File: config.mk
export PLATFORM = sky130hd
export DESIGN_NAME = channel_output_and_autotune
export DESIGN_NICKNAME = d
export VERILOG_FILES = /design/src/tpad_pkg.sv /design/src/channel_output_and_autotune.sv /design/src/channel_judge.sv
export SDC_FILE = /design/constraint.sdc
export NUM_CORES = 2
export LEC_CHECK = 0
export BUFFER_PORTS_ARGS = -buffer_cell sky130_fd_sc_hd__buf_2
export CAP_MARGIN = 5
export CORE_MARGIN = 2
export CORE_UTILIZATION = 30
export DETAILED_ROUTE_END_ITERATION = 16
export SKIP_LAST_GASP = 1
export SYNTH_ARGS = -nofsm -noshare
export SYNTH_HDL_FRONTEND = slang
export SYNTH_HIERARCHICAL = 1
export SYNTH_SLANG_ARGS = --single-unit
File: constraint.sdc
create_clock -name ref_clk_in -period 24 [get_ports ref_clk_in]
set_clock_uncertainty 0.15 [all_clocks]
set_input_delay 1.2 -clock ref_clk_in [delete_from_list [all_inputs] [get_ports ref_clk_in]]
set_output_delay 1.2 -clock ref_clk_in [all_outputs]
set_load 0.05 [all_outputs]
File: src/tpad_pkg.sv
// Shared constants and types for the channel decision and tuning block
package tpad_pkg;
   localparam int NTP = 4;
   localparam int NREG = 16;
   // Register word indices; byte address is four times the index
   localparam logic [5:0] R_CTRL = 6'h00;
   localparam logic [5:0] R_STAT = 6'h01;
   localparam logic [5:0] R_PROX = 6'h02;
   localparam logic [5:0] R_TOUCH = 6'h03;
   localparam logic [5:0] R_GOAL = 6'h04;
   localparam logic [5:0] R_DRIFT = 6'h05;
   localparam logic [5:0] R_LIM = 6'h06;
   localparam logic [5:0] R_CLIM = 6'h07;
   localparam logic [5:0] R_TMO = 6'h08;
   localparam logic [5:0] R_TADJ = 6'h09;
   localparam logic [5:0] R_GADJ = 6'h0A;
   localparam logic [5:0] R_REF0 = 6'h0B;
   localparam logic [5:0] R_OUT = 6'h10;
   localparam logic [5:0] R_LAST = 6'h11;
   localparam logic [5:0] R_COMP0 = 6'h12;
   localparam logic [5:0] R_COMP1 = 6'h13;
   // Control bits
   localparam int C_REQ = 0;
   localparam int C_RTEN = 1;
   localparam int C_LPRTEN = 2;
   localparam int C_SWAP = 3;
   localparam int C_LPACT = 4;
   localparam int C_LPSELF = 5;
   // Status bits
   localparam int S_DOME = 0;
   localparam int S_RT = 1;
   localparam int S_LPRT = 2;
   localparam int S_FLT = 3;
   localparam int S_LPFLT = 4;
   localparam int S_BUSY = 5;
   localparam logic [31:0] W1C_MASK = 32'h0000_0007;
   // Timeout word fields
   localparam int T_DMASK = 16;
   localparam int T_ACT = 20;
   // Reset values
   localparam logic [31:0] RST_LIM = 32'h0000_FFFF;
   localparam logic [31:0] RST_TMO = 32'h00F0_0000;
   // Tuning and streak counts
   localparam logic [7:0] TUNE_SAMPLES = 8'h40;
   localparam logic [3:0] STREAK = 4'hF;
   // Seconds timebase
   localparam int CLK_HZ = 10_000_000;
   localparam int SEC_S = 1;
   localparam int SEC_CYC = SEC_S * CLK_HZ;
   typedef enum logic [3:0] {
      T_IDLE = 4'h1,
      T_WAIT = 4'h2,
      T_RUN = 4'h4,
      T_CHK = 4'h8
   } tune_t;
endpackage

File: src/channel_output_and_autotune.sv
// Channel outputs, dome press, maximum touch and automatic tuning
module channel_output_and_autotune #(
   parameter logic [23:0] sec_cycles_p = 24'(tpad_pkg::SEC_CYC)
) (
   input wire logic ref_clk_in,
   input wire logic srst_in,
   input wire logic wb_cyc_in,
   input wire logic wb_stb_in,
   input wire logic wb_we_in,
   input wire logic [7:0] wb_adr_in,
   input wire logic [3:0] wb_sel_in,
   input wire logic [31:0] wb_dat_in,
   output logic wb_ack_out,
   output logic [31:0] wb_dat_out,
   input wire logic smp_in,
   input wire logic [2:0] ch_in,
   input wire logic [15:0] count_in,
   input wire logic comm_window_in,
   output logic [4:0] prox_out,
   output logic [3:0] touch_out,
   output logic [3:0] dome_out,
   output logic [7:0] max_touch_out,
   output logic [47:0] comp_out,
   output logic [35:0] gain_out,
   output logic reseed_out,
   output logic conv_stop_out,
   output logic i2c_hold_out
);
   typedef struct packed {
      logic ack;
      logic [31:0] rdat;
      logic [15:0][31:0] r;
      logic [4:0] prox;
      logic [3:0] touch;
      logic [3:0] dome;
      logic [4:0][7:0] dbp;
      logic [3:0][7:0] dbt;
      logic [3:0][7:0] dbd;
      logic [4:0][3:0] maxc;
      logic [4:0][3:0] minc;
      logic [16:0] bestd;
      logic [1:0] bestc;
      logic bestv;
      logic [7:0] maxt;
      logic [6:0][15:0] last;
      logic [31:0] lrep;
      logic [5:0][7:0] comp;
      logic [3:0][8:0] gain;
      tpad_pkg::tune_t fsm;
      logic grp;
      logic [7:0] tcnt;
      logic hold;
      logic [23:0] secc;
      logic [7:0] dsec;
      logic [7:0] hsec;
      logic reseed;
      logic stop;
   } st_t;

   st_t s_ff;
   st_t nxt_s;

   function automatic logic [31:0] bmask(input logic [3:0] sel);
      bmask = {{8{sel[3]}}, {8{sel[2]}}, {8{sel[1]}}, {8{sel[0]}}};
   endfunction

   function automatic logic [31:0] merge(input logic [31:0] old,
                                         input logic [31:0] d,
                                         input logic [3:0] sel);
      merge = (old & ~bmask(sel)) | (d & bmask(sel));
   endfunction

   // Unsigned global plus signed adjust, floored at zero
   function automatic logic [8:0] addc(input logic [7:0] g,
                                       input logic [7:0] a);
      logic [9:0] t;
      t = {2'b00, g} + {{2{a[7]}}, a};
      addc = t[9] ? 9'h000 : t[8:0];
   endfunction

   // Returns {output, new count}
   function automatic logic [8:0] deb(input logic q, input logic [7:0] c,
                                      input logic [7:0] lim);
      deb = {q && (c >= lim), q ? ((c == 8'hFF) ? c : c + 8'h01) : 8'h00};
   endfunction

   // Returns {trigger, new count} for a fifteen-sample streak
   function automatic logic [4:0] streak(input logic q, input logic [3:0] c);
      if (!q) begin
         streak = 5'h00;
      end else if (c == tpad_pkg::STREAK - 4'h1) begin
         streak = 5'h10;
      end else begin
         streak = {1'b0, c + 4'h1};
      end
   endfunction

   function automatic logic outside(input logic [15:0] v,
                                    input logic [15:0] goal,
                                    input logic [15:0] lim);
      outside = ({1'b0, v} > {1'b0, goal} + {1'b0, lim}) ||
                ({1'b0, v} + {1'b0, lim} < {1'b0, goal});
   endfunction

   logic [5:0] idx;
   logic over;
   logic [15:0] cval;
   logic [15:0] jref;
   logic [1:0] k;
   logic dm;
   logic [16:0] jdelta;
   logic jprox;
   logic jtouch;
   logic jdome;
   logic [31:0] rd;
   logic tick;
   logic tp_trig;
   logic lp_trig;
   logic err;
   logic ing;
   logic v;
   logic [8:0] dv;
   logic [4:0] sv;
   logic [2:0] ci;
   logic [2:0] li;
   logic [15:0] goal;
   logic [15:0] dlim;
   logic [1:0] col;
   logic [1:0] row;

   assign idx = wb_adr_in[7:2];
   assign k = ch_in[1:0];
   assign dm = s_ff.r[tpad_pkg::R_TMO][tpad_pkg::T_DMASK + int'(k)];
   assign over = count_in > s_ff.r[tpad_pkg::R_LIM][15:0];
   assign cval = (over || (ch_in < 3'h4 &&
                  !s_ff.r[tpad_pkg::R_TMO][tpad_pkg::T_ACT + int'(k)])) ?
                 16'h0000 : count_in;
   assign jref = (ch_in <= 3'h4) ?
                 s_ff.r[tpad_pkg::R_REF0 + {3'h0, ch_in}][15:0] : 16'h0000;

   channel_judge judge (
      .count_in(cval),
      .ref_in(jref),
      .prox_thr_in(s_ff.r[tpad_pkg::R_PROX][15:0]),
      .dome_thr_in(s_ff.r[tpad_pkg::R_TOUCH][31:16]),
      .lp_self_in((ch_in == 3'h4) &&
                  s_ff.r[tpad_pkg::R_CTRL][tpad_pkg::C_LPSELF]),
      .touch_now_in(s_ff.touch[k]),
      .mset_in(addc(s_ff.r[tpad_pkg::R_TOUCH][7:0],
                    s_ff.r[tpad_pkg::R_TADJ][8 * int'(k) +: 8])),
      .mclr_in(addc(s_ff.r[tpad_pkg::R_TOUCH][15:8],
                    s_ff.r[tpad_pkg::R_TADJ][8 * int'(k) +: 8])),
      .delta_out(jdelta),
      .prox_q_out(jprox),
      .touch_q_out(jtouch),
      .dome_q_out(jdome)
   );

   always_comb begin
      case (idx)
         tpad_pkg::R_STAT: begin
            rd = s_ff.r[tpad_pkg::R_STAT];
            rd[tpad_pkg::S_BUSY] = s_ff.fsm != tpad_pkg::T_IDLE;
         end
         tpad_pkg::R_OUT: begin
            rd = {8'h00, s_ff.maxt, 3'b000, s_ff.dome, s_ff.touch,
                  s_ff.prox};
         end
         tpad_pkg::R_LAST: rd = s_ff.lrep;
         tpad_pkg::R_COMP0: rd = s_ff.comp[3:0];
         tpad_pkg::R_COMP1: rd = {16'h0000, s_ff.comp[5:4]};
         default: begin
            rd = (idx < 6'(tpad_pkg::NREG)) ? s_ff.r[idx[3:0]] : 32'h0;
         end
      endcase
   end

   always_comb begin
      nxt_s = s_ff;
      nxt_s.reseed = 1'b0;
      nxt_s.stop = 1'b0;
      tick = 1'b0;
      tp_trig = 1'b0;
      lp_trig = 1'b0;
      err = 1'b0;
      ing = 1'b0;
      v = 1'b0;
      dv = 9'h000;
      sv = 5'h00;
      ci = 3'h0;
      li = 3'h0;
      col = 2'b00;
      row = 2'b00;
      goal = s_ff.grp ? s_ff.r[tpad_pkg::R_GOAL][31:16] :
                        s_ff.r[tpad_pkg::R_GOAL][15:0];
      dlim = s_ff.grp ? s_ff.r[tpad_pkg::R_DRIFT][31:16] :
                        s_ff.r[tpad_pkg::R_DRIFT][15:0];

      // Bus slave: answer one cycle after the request is seen
      nxt_s.ack = wb_cyc_in & wb_stb_in & ~s_ff.ack;
      if (nxt_s.ack) begin
         nxt_s.rdat = rd;
         if (wb_we_in && idx == tpad_pkg::R_STAT) begin
            nxt_s.r[tpad_pkg::R_STAT] = s_ff.r[tpad_pkg::R_STAT] &
               ~(wb_dat_in & bmask(wb_sel_in) & tpad_pkg::W1C_MASK);
         end else if (wb_we_in && idx < 6'(tpad_pkg::NREG)) begin
            nxt_s.r[idx[3:0]] = merge(s_ff.r[idx[3:0]], wb_dat_in,
                                      wb_sel_in);
         end
      end

      // Seconds timebase and retry hold-off
      if (s_ff.secc == sec_cycles_p - 24'h000001) begin
         nxt_s.secc = 24'h000000;
         tick = 1'b1;
      end else begin
         nxt_s.secc = s_ff.secc + 24'h000001;
      end
      if (tick && s_ff.hsec != 8'h00) begin
         nxt_s.hsec = s_ff.hsec - 8'h01;
      end

      for (int i = 0; i < tpad_pkg::NTP; i++) begin
         nxt_s.gain[i] = addc(s_ff.r[tpad_pkg::R_CLIM][23:16],
                              s_ff.r[tpad_pkg::R_GADJ][8 * i +: 8]);
      end

      if (smp_in && ch_in != 3'h7) begin
         nxt_s.stop = over;
         nxt_s.last[ch_in] = cval;
         nxt_s.lrep = {jdelta[15:0], cval};
         if (ch_in < 3'h4) begin
            dv = deb(jprox, s_ff.dbp[k], s_ff.r[tpad_pkg::R_PROX][23:16]);
            nxt_s.prox[k] = dv[8];
            nxt_s.dbp[k] = dv[7:0];
            dv = deb(jtouch, s_ff.dbt[k],
                     s_ff.r[tpad_pkg::R_PROX][31:24]);
            nxt_s.touch[k] = dv[8];
            nxt_s.dbt[k] = dv[7:0];
            dv = deb(jdome & dm, s_ff.dbd[k],
                     s_ff.r[tpad_pkg::R_PROX][31:24]);
            nxt_s.dome[k] = dv[8];
            nxt_s.dbd[k] = dv[7:0];
            // Strongest touch within this scan
            v = (k == 2'b00) ? 1'b0 : s_ff.bestv;
            if (nxt_s.touch[k] &&
                (!v || $signed(jdelta) > $signed(s_ff.bestd))) begin
               nxt_s.bestd = jdelta;
               nxt_s.bestc = k;
               v = 1'b1;
            end
            nxt_s.bestv = v;
            if (k == 2'b11) begin
               row = s_ff.r[tpad_pkg::R_CTRL][tpad_pkg::C_SWAP] ?
                     {1'b0, nxt_s.bestc[0]} : {1'b0, nxt_s.bestc[1]};
               col = s_ff.r[tpad_pkg::R_CTRL][tpad_pkg::C_SWAP] ?
                     {1'b0, nxt_s.bestc[1]} : {1'b0, nxt_s.bestc[0]};
               nxt_s.maxt = v ? {2'b00, col, 2'b00, row} : 8'hFF;
            end
         end else if (ch_in == 3'h4) begin
            dv = deb(jprox, s_ff.dbp[4], s_ff.r[tpad_pkg::R_PROX][23:16]);
            nxt_s.prox[4] = dv[8];
            nxt_s.dbp[4] = dv[7:0];
         end
         if (ch_in <= 3'h4) begin
            sv = streak(over, s_ff.maxc[ch_in]);
            nxt_s.maxc[ch_in] = sv[3:0];
            v = sv[4];
            sv = streak(!(ch_in < 3'h4 && dm) &&
                        ({1'b0, cval} + {1'b0, s_ff.r[tpad_pkg::R_LIM][31:16]}
                         < {1'b0, jref}), s_ff.minc[ch_in]);
            nxt_s.minc[ch_in] = sv[3:0];
            v = v | sv[4];
            if (ch_in == 3'h4) begin
               lp_trig = v | outside(jref, s_ff.r[tpad_pkg::R_GOAL][31:16],
                         s_ff.r[tpad_pkg::R_DRIFT][31:16]);
            end else begin
               tp_trig = v | outside(jref, s_ff.r[tpad_pkg::R_GOAL][15:0],
                         s_ff.r[tpad_pkg::R_DRIFT][15:0]);
            end
         end
         // Tuning step: a count above the goal lowers compensation
         ing = s_ff.grp ? (ch_in == 3'h5 || ch_in == 3'h6) :
                          (ch_in < 3'h4);
         ci = s_ff.grp ? ch_in - 3'h1 : ch_in;
         if (s_ff.fsm == tpad_pkg::T_RUN && ing &&
             s_ff.tcnt < tpad_pkg::TUNE_SAMPLES) begin
            if (cval > goal && s_ff.comp[ci] != 8'h00) begin
               nxt_s.comp[ci] = s_ff.comp[ci] - 8'h01;
            end else if (cval < goal && s_ff.comp[ci] != 8'hFF) begin
               nxt_s.comp[ci] = s_ff.comp[ci] + 8'h01;
            end
            nxt_s.tcnt = s_ff.tcnt + 8'h01;
         end
      end

      // Dome change flag and press timeout
      if (nxt_s.dome != s_ff.dome) begin
         nxt_s.r[tpad_pkg::R_STAT][tpad_pkg::S_DOME] = 1'b1;
         nxt_s.dsec = 8'h00;
      end else if (s_ff.dome == 4'h0) begin
         nxt_s.dsec = 8'h00;
      end else if (tick && s_ff.r[tpad_pkg::R_TMO][7:0] != 8'h00) begin
         // First tick after a change may come at once, so wait one more
         if (s_ff.dsec >= s_ff.r[tpad_pkg::R_TMO][7:0]) begin
            nxt_s.reseed = 1'b1;
            nxt_s.dsec = 8'h00;
         end else begin
            nxt_s.dsec = s_ff.dsec + 8'h01;
         end
      end

      case (s_ff.fsm)
         tpad_pkg::T_IDLE: begin
            if (s_ff.r[tpad_pkg::R_CTRL][tpad_pkg::C_REQ]) begin
               nxt_s.fsm = tpad_pkg::T_WAIT;
               nxt_s.grp = s_ff.r[tpad_pkg::R_CTRL][tpad_pkg::C_LPACT];
            end else if (s_ff.hsec == 8'h00 && tp_trig &&
                         s_ff.r[tpad_pkg::R_CTRL][tpad_pkg::C_RTEN] &&
                         !s_ff.r[tpad_pkg::R_CTRL][tpad_pkg::C_LPACT]) begin
               nxt_s.fsm = tpad_pkg::T_WAIT;
               nxt_s.grp = 1'b0;
               nxt_s.r[tpad_pkg::R_STAT][tpad_pkg::S_RT] = 1'b1;
            end else if (s_ff.hsec == 8'h00 && lp_trig &&
                         s_ff.r[tpad_pkg::R_CTRL][tpad_pkg::C_LPRTEN] &&
                         s_ff.r[tpad_pkg::R_CTRL][tpad_pkg::C_LPACT]) begin
               nxt_s.fsm = tpad_pkg::T_WAIT;
               nxt_s.grp = 1'b1;
               nxt_s.r[tpad_pkg::R_STAT][tpad_pkg::S_LPRT] = 1'b1;
            end
         end
         tpad_pkg::T_WAIT: begin
            if (!comm_window_in) begin
               nxt_s.fsm = tpad_pkg::T_RUN;
               nxt_s.hold = 1'b1;
               nxt_s.tcnt = 8'h00;
            end
         end
         tpad_pkg::T_RUN: begin
            if (s_ff.tcnt >= tpad_pkg::TUNE_SAMPLES) begin
               nxt_s.fsm = tpad_pkg::T_CHK;
            end
         end
         tpad_pkg::T_CHK: begin
            for (int i = 0; i < 6; i++) begin
               li = (i < 4) ? 3'(i) : 3'(i + 1);
               if ((s_ff.grp ? (i >= 4) : (i < 4)) &&
                   (s_ff.comp[i] <= s_ff.r[tpad_pkg::R_CLIM][7:0] ||
                    s_ff.comp[i] >= s_ff.r[tpad_pkg::R_CLIM][15:8] ||
                    outside(s_ff.last[li], goal, dlim))) begin
                  err = 1'b1;
               end
            end
            if (s_ff.grp) begin
               nxt_s.r[tpad_pkg::R_STAT][tpad_pkg::S_LPFLT] = err;
            end else begin
               nxt_s.r[tpad_pkg::R_STAT][tpad_pkg::S_FLT] = err;
            end
            if (err) begin
               nxt_s.hsec = s_ff.r[tpad_pkg::R_TMO][15:8];
            end
            nxt_s.r[tpad_pkg::R_CTRL][tpad_pkg::C_REQ] = 1'b0;
            nxt_s.hold = 1'b0;
            nxt_s.fsm = tpad_pkg::T_IDLE;
         end
         default: begin
            nxt_s.fsm = tpad_pkg::T_IDLE;
            nxt_s.hold = 1'b0;
         end
      endcase
   end

   always_ff @(posedge ref_clk_in) begin
      if (srst_in) begin
         s_ff <= '0;
         s_ff.r[tpad_pkg::R_LIM] <= tpad_pkg::RST_LIM;
         s_ff.r[tpad_pkg::R_TMO] <= tpad_pkg::RST_TMO;
         s_ff.maxt <= 8'hFF;
         s_ff.fsm <= tpad_pkg::T_IDLE;
      end else begin
         s_ff <= nxt_s;
      end
   end

   assign wb_ack_out = s_ff.ack;
   assign wb_dat_out = s_ff.rdat;
   assign prox_out = s_ff.prox;
   assign touch_out = s_ff.touch;
   assign dome_out = s_ff.dome;
   assign max_touch_out = s_ff.maxt;
   assign comp_out = s_ff.comp;
   assign gain_out = s_ff.gain;
   assign reseed_out = s_ff.reseed;
   assign conv_stop_out = s_ff.stop;
   assign i2c_hold_out = s_ff.hold;
endmodule

File: src/channel_judge.sv
// Threshold comparisons for one channel sample
module channel_judge (
   input wire logic [15:0] count_in,
   input wire logic [15:0] ref_in,
   input wire logic [15:0] prox_thr_in,
   input wire logic [15:0] dome_thr_in,
   input wire logic lp_self_in,
   input wire logic touch_now_in,
   input wire logic [8:0] mset_in,
   input wire logic [8:0] mclr_in,
   output logic [16:0] delta_out,
   output logic prox_q_out,
   output logic touch_q_out,
   output logic dome_q_out
);
   function automatic logic [17:0] tthr(input logic [15:0] r,
                                        input logic [8:0] m);
      logic [24:0] p;
      p = 25'(r) * 25'(m);
      tthr = {2'b00, r} + p[24:7];
   endfunction

   logic [8:0] m;
   assign delta_out = {1'b0, count_in} - {1'b0, ref_in};
   // Self-capacitive low-power channel falls below its level
   assign prox_q_out = lp_self_in ?
      ({1'b0, count_in} + {1'b0, prox_thr_in} < {1'b0, ref_in}) :
      ({1'b0, count_in} > {1'b0, ref_in} + {1'b0, prox_thr_in});
   // Holding touch uses the release multiplier
   assign m = touch_now_in ? mclr_in : mset_in;
   assign touch_q_out = {2'b00, count_in} > tthr(ref_in, m);
   assign dome_q_out =
      {1'b0, count_in} + {1'b0, dome_thr_in} < {1'b0, ref_in};
endmodule

==> summary.txt <==
Outcome
  • Run status: complete, no violations

Logic synthesis
  • Syn Area/Cell: 8.68 sq um
  • Seq/Total Area, Yosys: 27.3%
  • Synth Cell Area: about 73000 sq um
  • Net Count, Synth: 9472
  • Synth Flop Type: dfxtp_1
  • Post-synth ARST share: 0%
  • Post-Synthesis Cells: between 8000 and 9000
  • #FFs+latches synth: 993
  • Synth warn: 6
  • Number of flops mapped to enable cells by yosys: 0
  • Unique masters post-synth: 103

STA
  • Slew HR: 6.45%
  • Final setup fails: 0
  • Unrepaired setup endpoints after global routing: no
  • Final hold violation count: 0
  • Final Cycle Share: 62.8%
  • Setup TNS: 0 ps
  • Hold WS: 286 ps
  • Fin crit period: roughly 15000 ps
  • FMAX: 0.0663 GHz
  • Least-Margin Pin Slew: 1390 ps
  • Final number of max-transition violations: 0

Detailed routing
  • Iter 0 DRT Violations: a little over 7000
  • Via/cell ratio: approximately 5.6
  • Via count: 65300
  • Routed wire length: 287000 um
  • DR DRC count: 0
  • Routed length per instance: 24.8 um
  • Routed Antenna Nets: 0
  • 1st-pass router iterations: 6

Power
  • Overall Power: 3.84 mW
  • Leakage: 32.9 nW
  • Maximum VDD drop: 0.0669 mV
  • PD cells: 47.8 nW/um^2

Critical path
  • Critical setup path kind: input pin to flip-flop
  • Worst-path fanout max: 46
  • Crit path DAT: 15590 ps
  • Crit. End Element: flip-flop
  • Crit start category: input pin
  • Reg2Reg Depth: 49
  • Slowest-stage cell, CP: o21ai_0
  • Required @ worst endpoint: 24510 ps
  • Slowest stage delay, CP: around 1100 ps

Clocking
  • CTS tree: built
  • Clock buffer count from CTS: between 100 and 150
  • Worst-skew pair later-pin latency: 770 ps
  • Cts hold-fix bufs: 0
  • CTS Sinks: approximately 990
  • Post_cts resized: 0
  • Reg clk slew, reported paths: 60 ps
  • CTS H-tree depth: 3
  • Clk root buf: clkbuf_16
  • Setup repair bufs after CTS: 0
  • Max Root-Sink Buffers: 3

Place
  • DPL Wire Length: 215000 um
  • # port buffers: 208
  • GP Congestion: 0.982

Final layout
  • Nets: 9384
  • Commonest non-fill, non-tap cell in the layout: nor2_1
  • Layout cell share with drive strength beyond 1: 11.1%
  • Most frequent cells in the layout: 1239 x nor2_1, 992 x dfxtp_1, 895 x ha_1
  • Layout Area Growth over Synthesis: 10.3%

Floorplan
  • I/O pin cnt: ~210
  • Row Count: 180
  • Initial Util: 30.2%
  • Core Area: between 200000 and 250000 sq um
  • Die W: 497 um
  • Die span in y: 497 um
  • Die ar.: roughly 250000 sq um

Min path
  • Hold depth: 2
  • HP Class: flip-flop to flip-flop

Global route
  • GR peak layer: met2
  • Global routing usage on met1: 29.7%
  • Global route overflow: 0
  • Pin count of the biggest net entering global routing: 171
  • Met2 Resource Use GR: 34.1%
  • Gr usage total: around 22%
  • Initial antenna violation count: 33
  • Routing usage on met3: 4.25%
  • Vias in the first global route: around 61000
  • First-pass GRT wire length: 413000 um

Job
  • Max-cap violations: 0
worst max-delay path, delay by kind of cell:
kind,cells,cell delay [ps]
simple gates,7,1390
buf+inv,7,2290
mux,4,1680
fa+ha+maj,8,3430
compound gates,17,4750
xor+xnor,3,680
state kept, by name, indices dropped and copies added (netlist names):
| register | cells |
|---|---|
| comp_out | 48 |
| wb_ack_out | 1 |
| max_touch_out | 3 |
| i2c_hold_out | 1 |
| reseed_out | 1 |
| s_ff | 857 |
| conv_stop_out | 1 |
| dome_out | 4 |
| touch_out | 4 |
| prox_out | 5 |
| wb_dat_out | 32 |
| gain_out | 36 |
metal layers:
| layer | share of wire, % | routed length, um |
|---|---|---|
| met5 | 0.034 | 98 |
| met4 | 6.7 | 19300 |
| met3 | 9.3 | 26600 |
| met2 | 43 | 124000 |
| met1 | 41 | 117000 |
report_power, final:
group,switching (mW),internal [mW],total [mW]
Sequential,0.0162,1.66,1.68
Clock,0.752,0.996,1.75
Combinational,0.285,0.126,0.411
Total,1.05,2.79,3.84
worst paths after layout:
check,slack (ps),start,end
min reg2reg,290,s_ff[50],s_ff[50]
max,8930,ch_in[0],max_touch_out[0]
max reg2reg,10360,s_ff[766],max_touch_out[0]
min,290,s_ff[50],s_ff[50]
synthesized netlist by cell type, types with 67 or more instances:
master / n / area, sq um
a211oi_1: 530 / 3980
a21o_1: 188 / 1410
a21oi_1: 637 / 3190
and3_1: 67 / 419
buf_4: 140 / 1050
clkbuf_1: 354 / 1330
dfxtp_1: 993 / 19900
fa_1: 121 / 2420
ha_1: 896 / 11200
inv_1: 434 / 1630
mux2i_1: 97 / 971
mux4_2: 237 / 5340
nand2_1: 571 / 2140
nand2b_1: 85 / 532
nand3_1: 109 / 546
nand4_1: 81 / 507
nor2_1: 1248 / 4680
nor2b_1: 140 / 876
nor3_1: 131 / 656
o21a_1: 71 / 533
o21ai_0: 234 / 1170
xnor2_1: 212 / 1860
xor2_1: 132 / 1160
cell type report:
| type | instances | area [sq um] |
|---|---|---|
| Sequential cell | 993 | 19900 |
| Antenna cell | 15 | 37.5 |
| Tap cell | 3185 | 3990 |
| Inverter | 437 | 1640 |
| Clock buffer | 161 | 3260 |
| Multi-Input combinational cell | 6386 | 48800 |
| Timing Repair Buffer | 368 | 2280 |
| Clock inverter | 39 | 453 |
| Fill cell | 24700 | 161000 |
cells by family after synthesis:
kind of cell,count (synthesis),synth area share [%]
flip-flops,993,27.3
XOR/XNOR,345,4.16
buffers and inverters,1006,6.08
AO/OA/AOI/OAI,2069,18.8
adder cells (fa/ha/maj),1020,18.8
AND/OR/NAND/NOR,2583,15.7
multiplexers,369,9.23
through the flow:
step           std cells  setup WS, ps  cell area [sq um]  utilization [%]
6_report           11600          8930              80300             33.3
5_1_grt            11600          8020              80300             33.3
4_1_cts            11600          9120              80300             33.3
3_5_place_dp       11400          8360              76500             31.8
3_3_place_gp       11400          8470              76500             31.8
2_1_floorplan       8385          9550              72800                -
No activity file was read; power rests on OpenSTA's default activity.
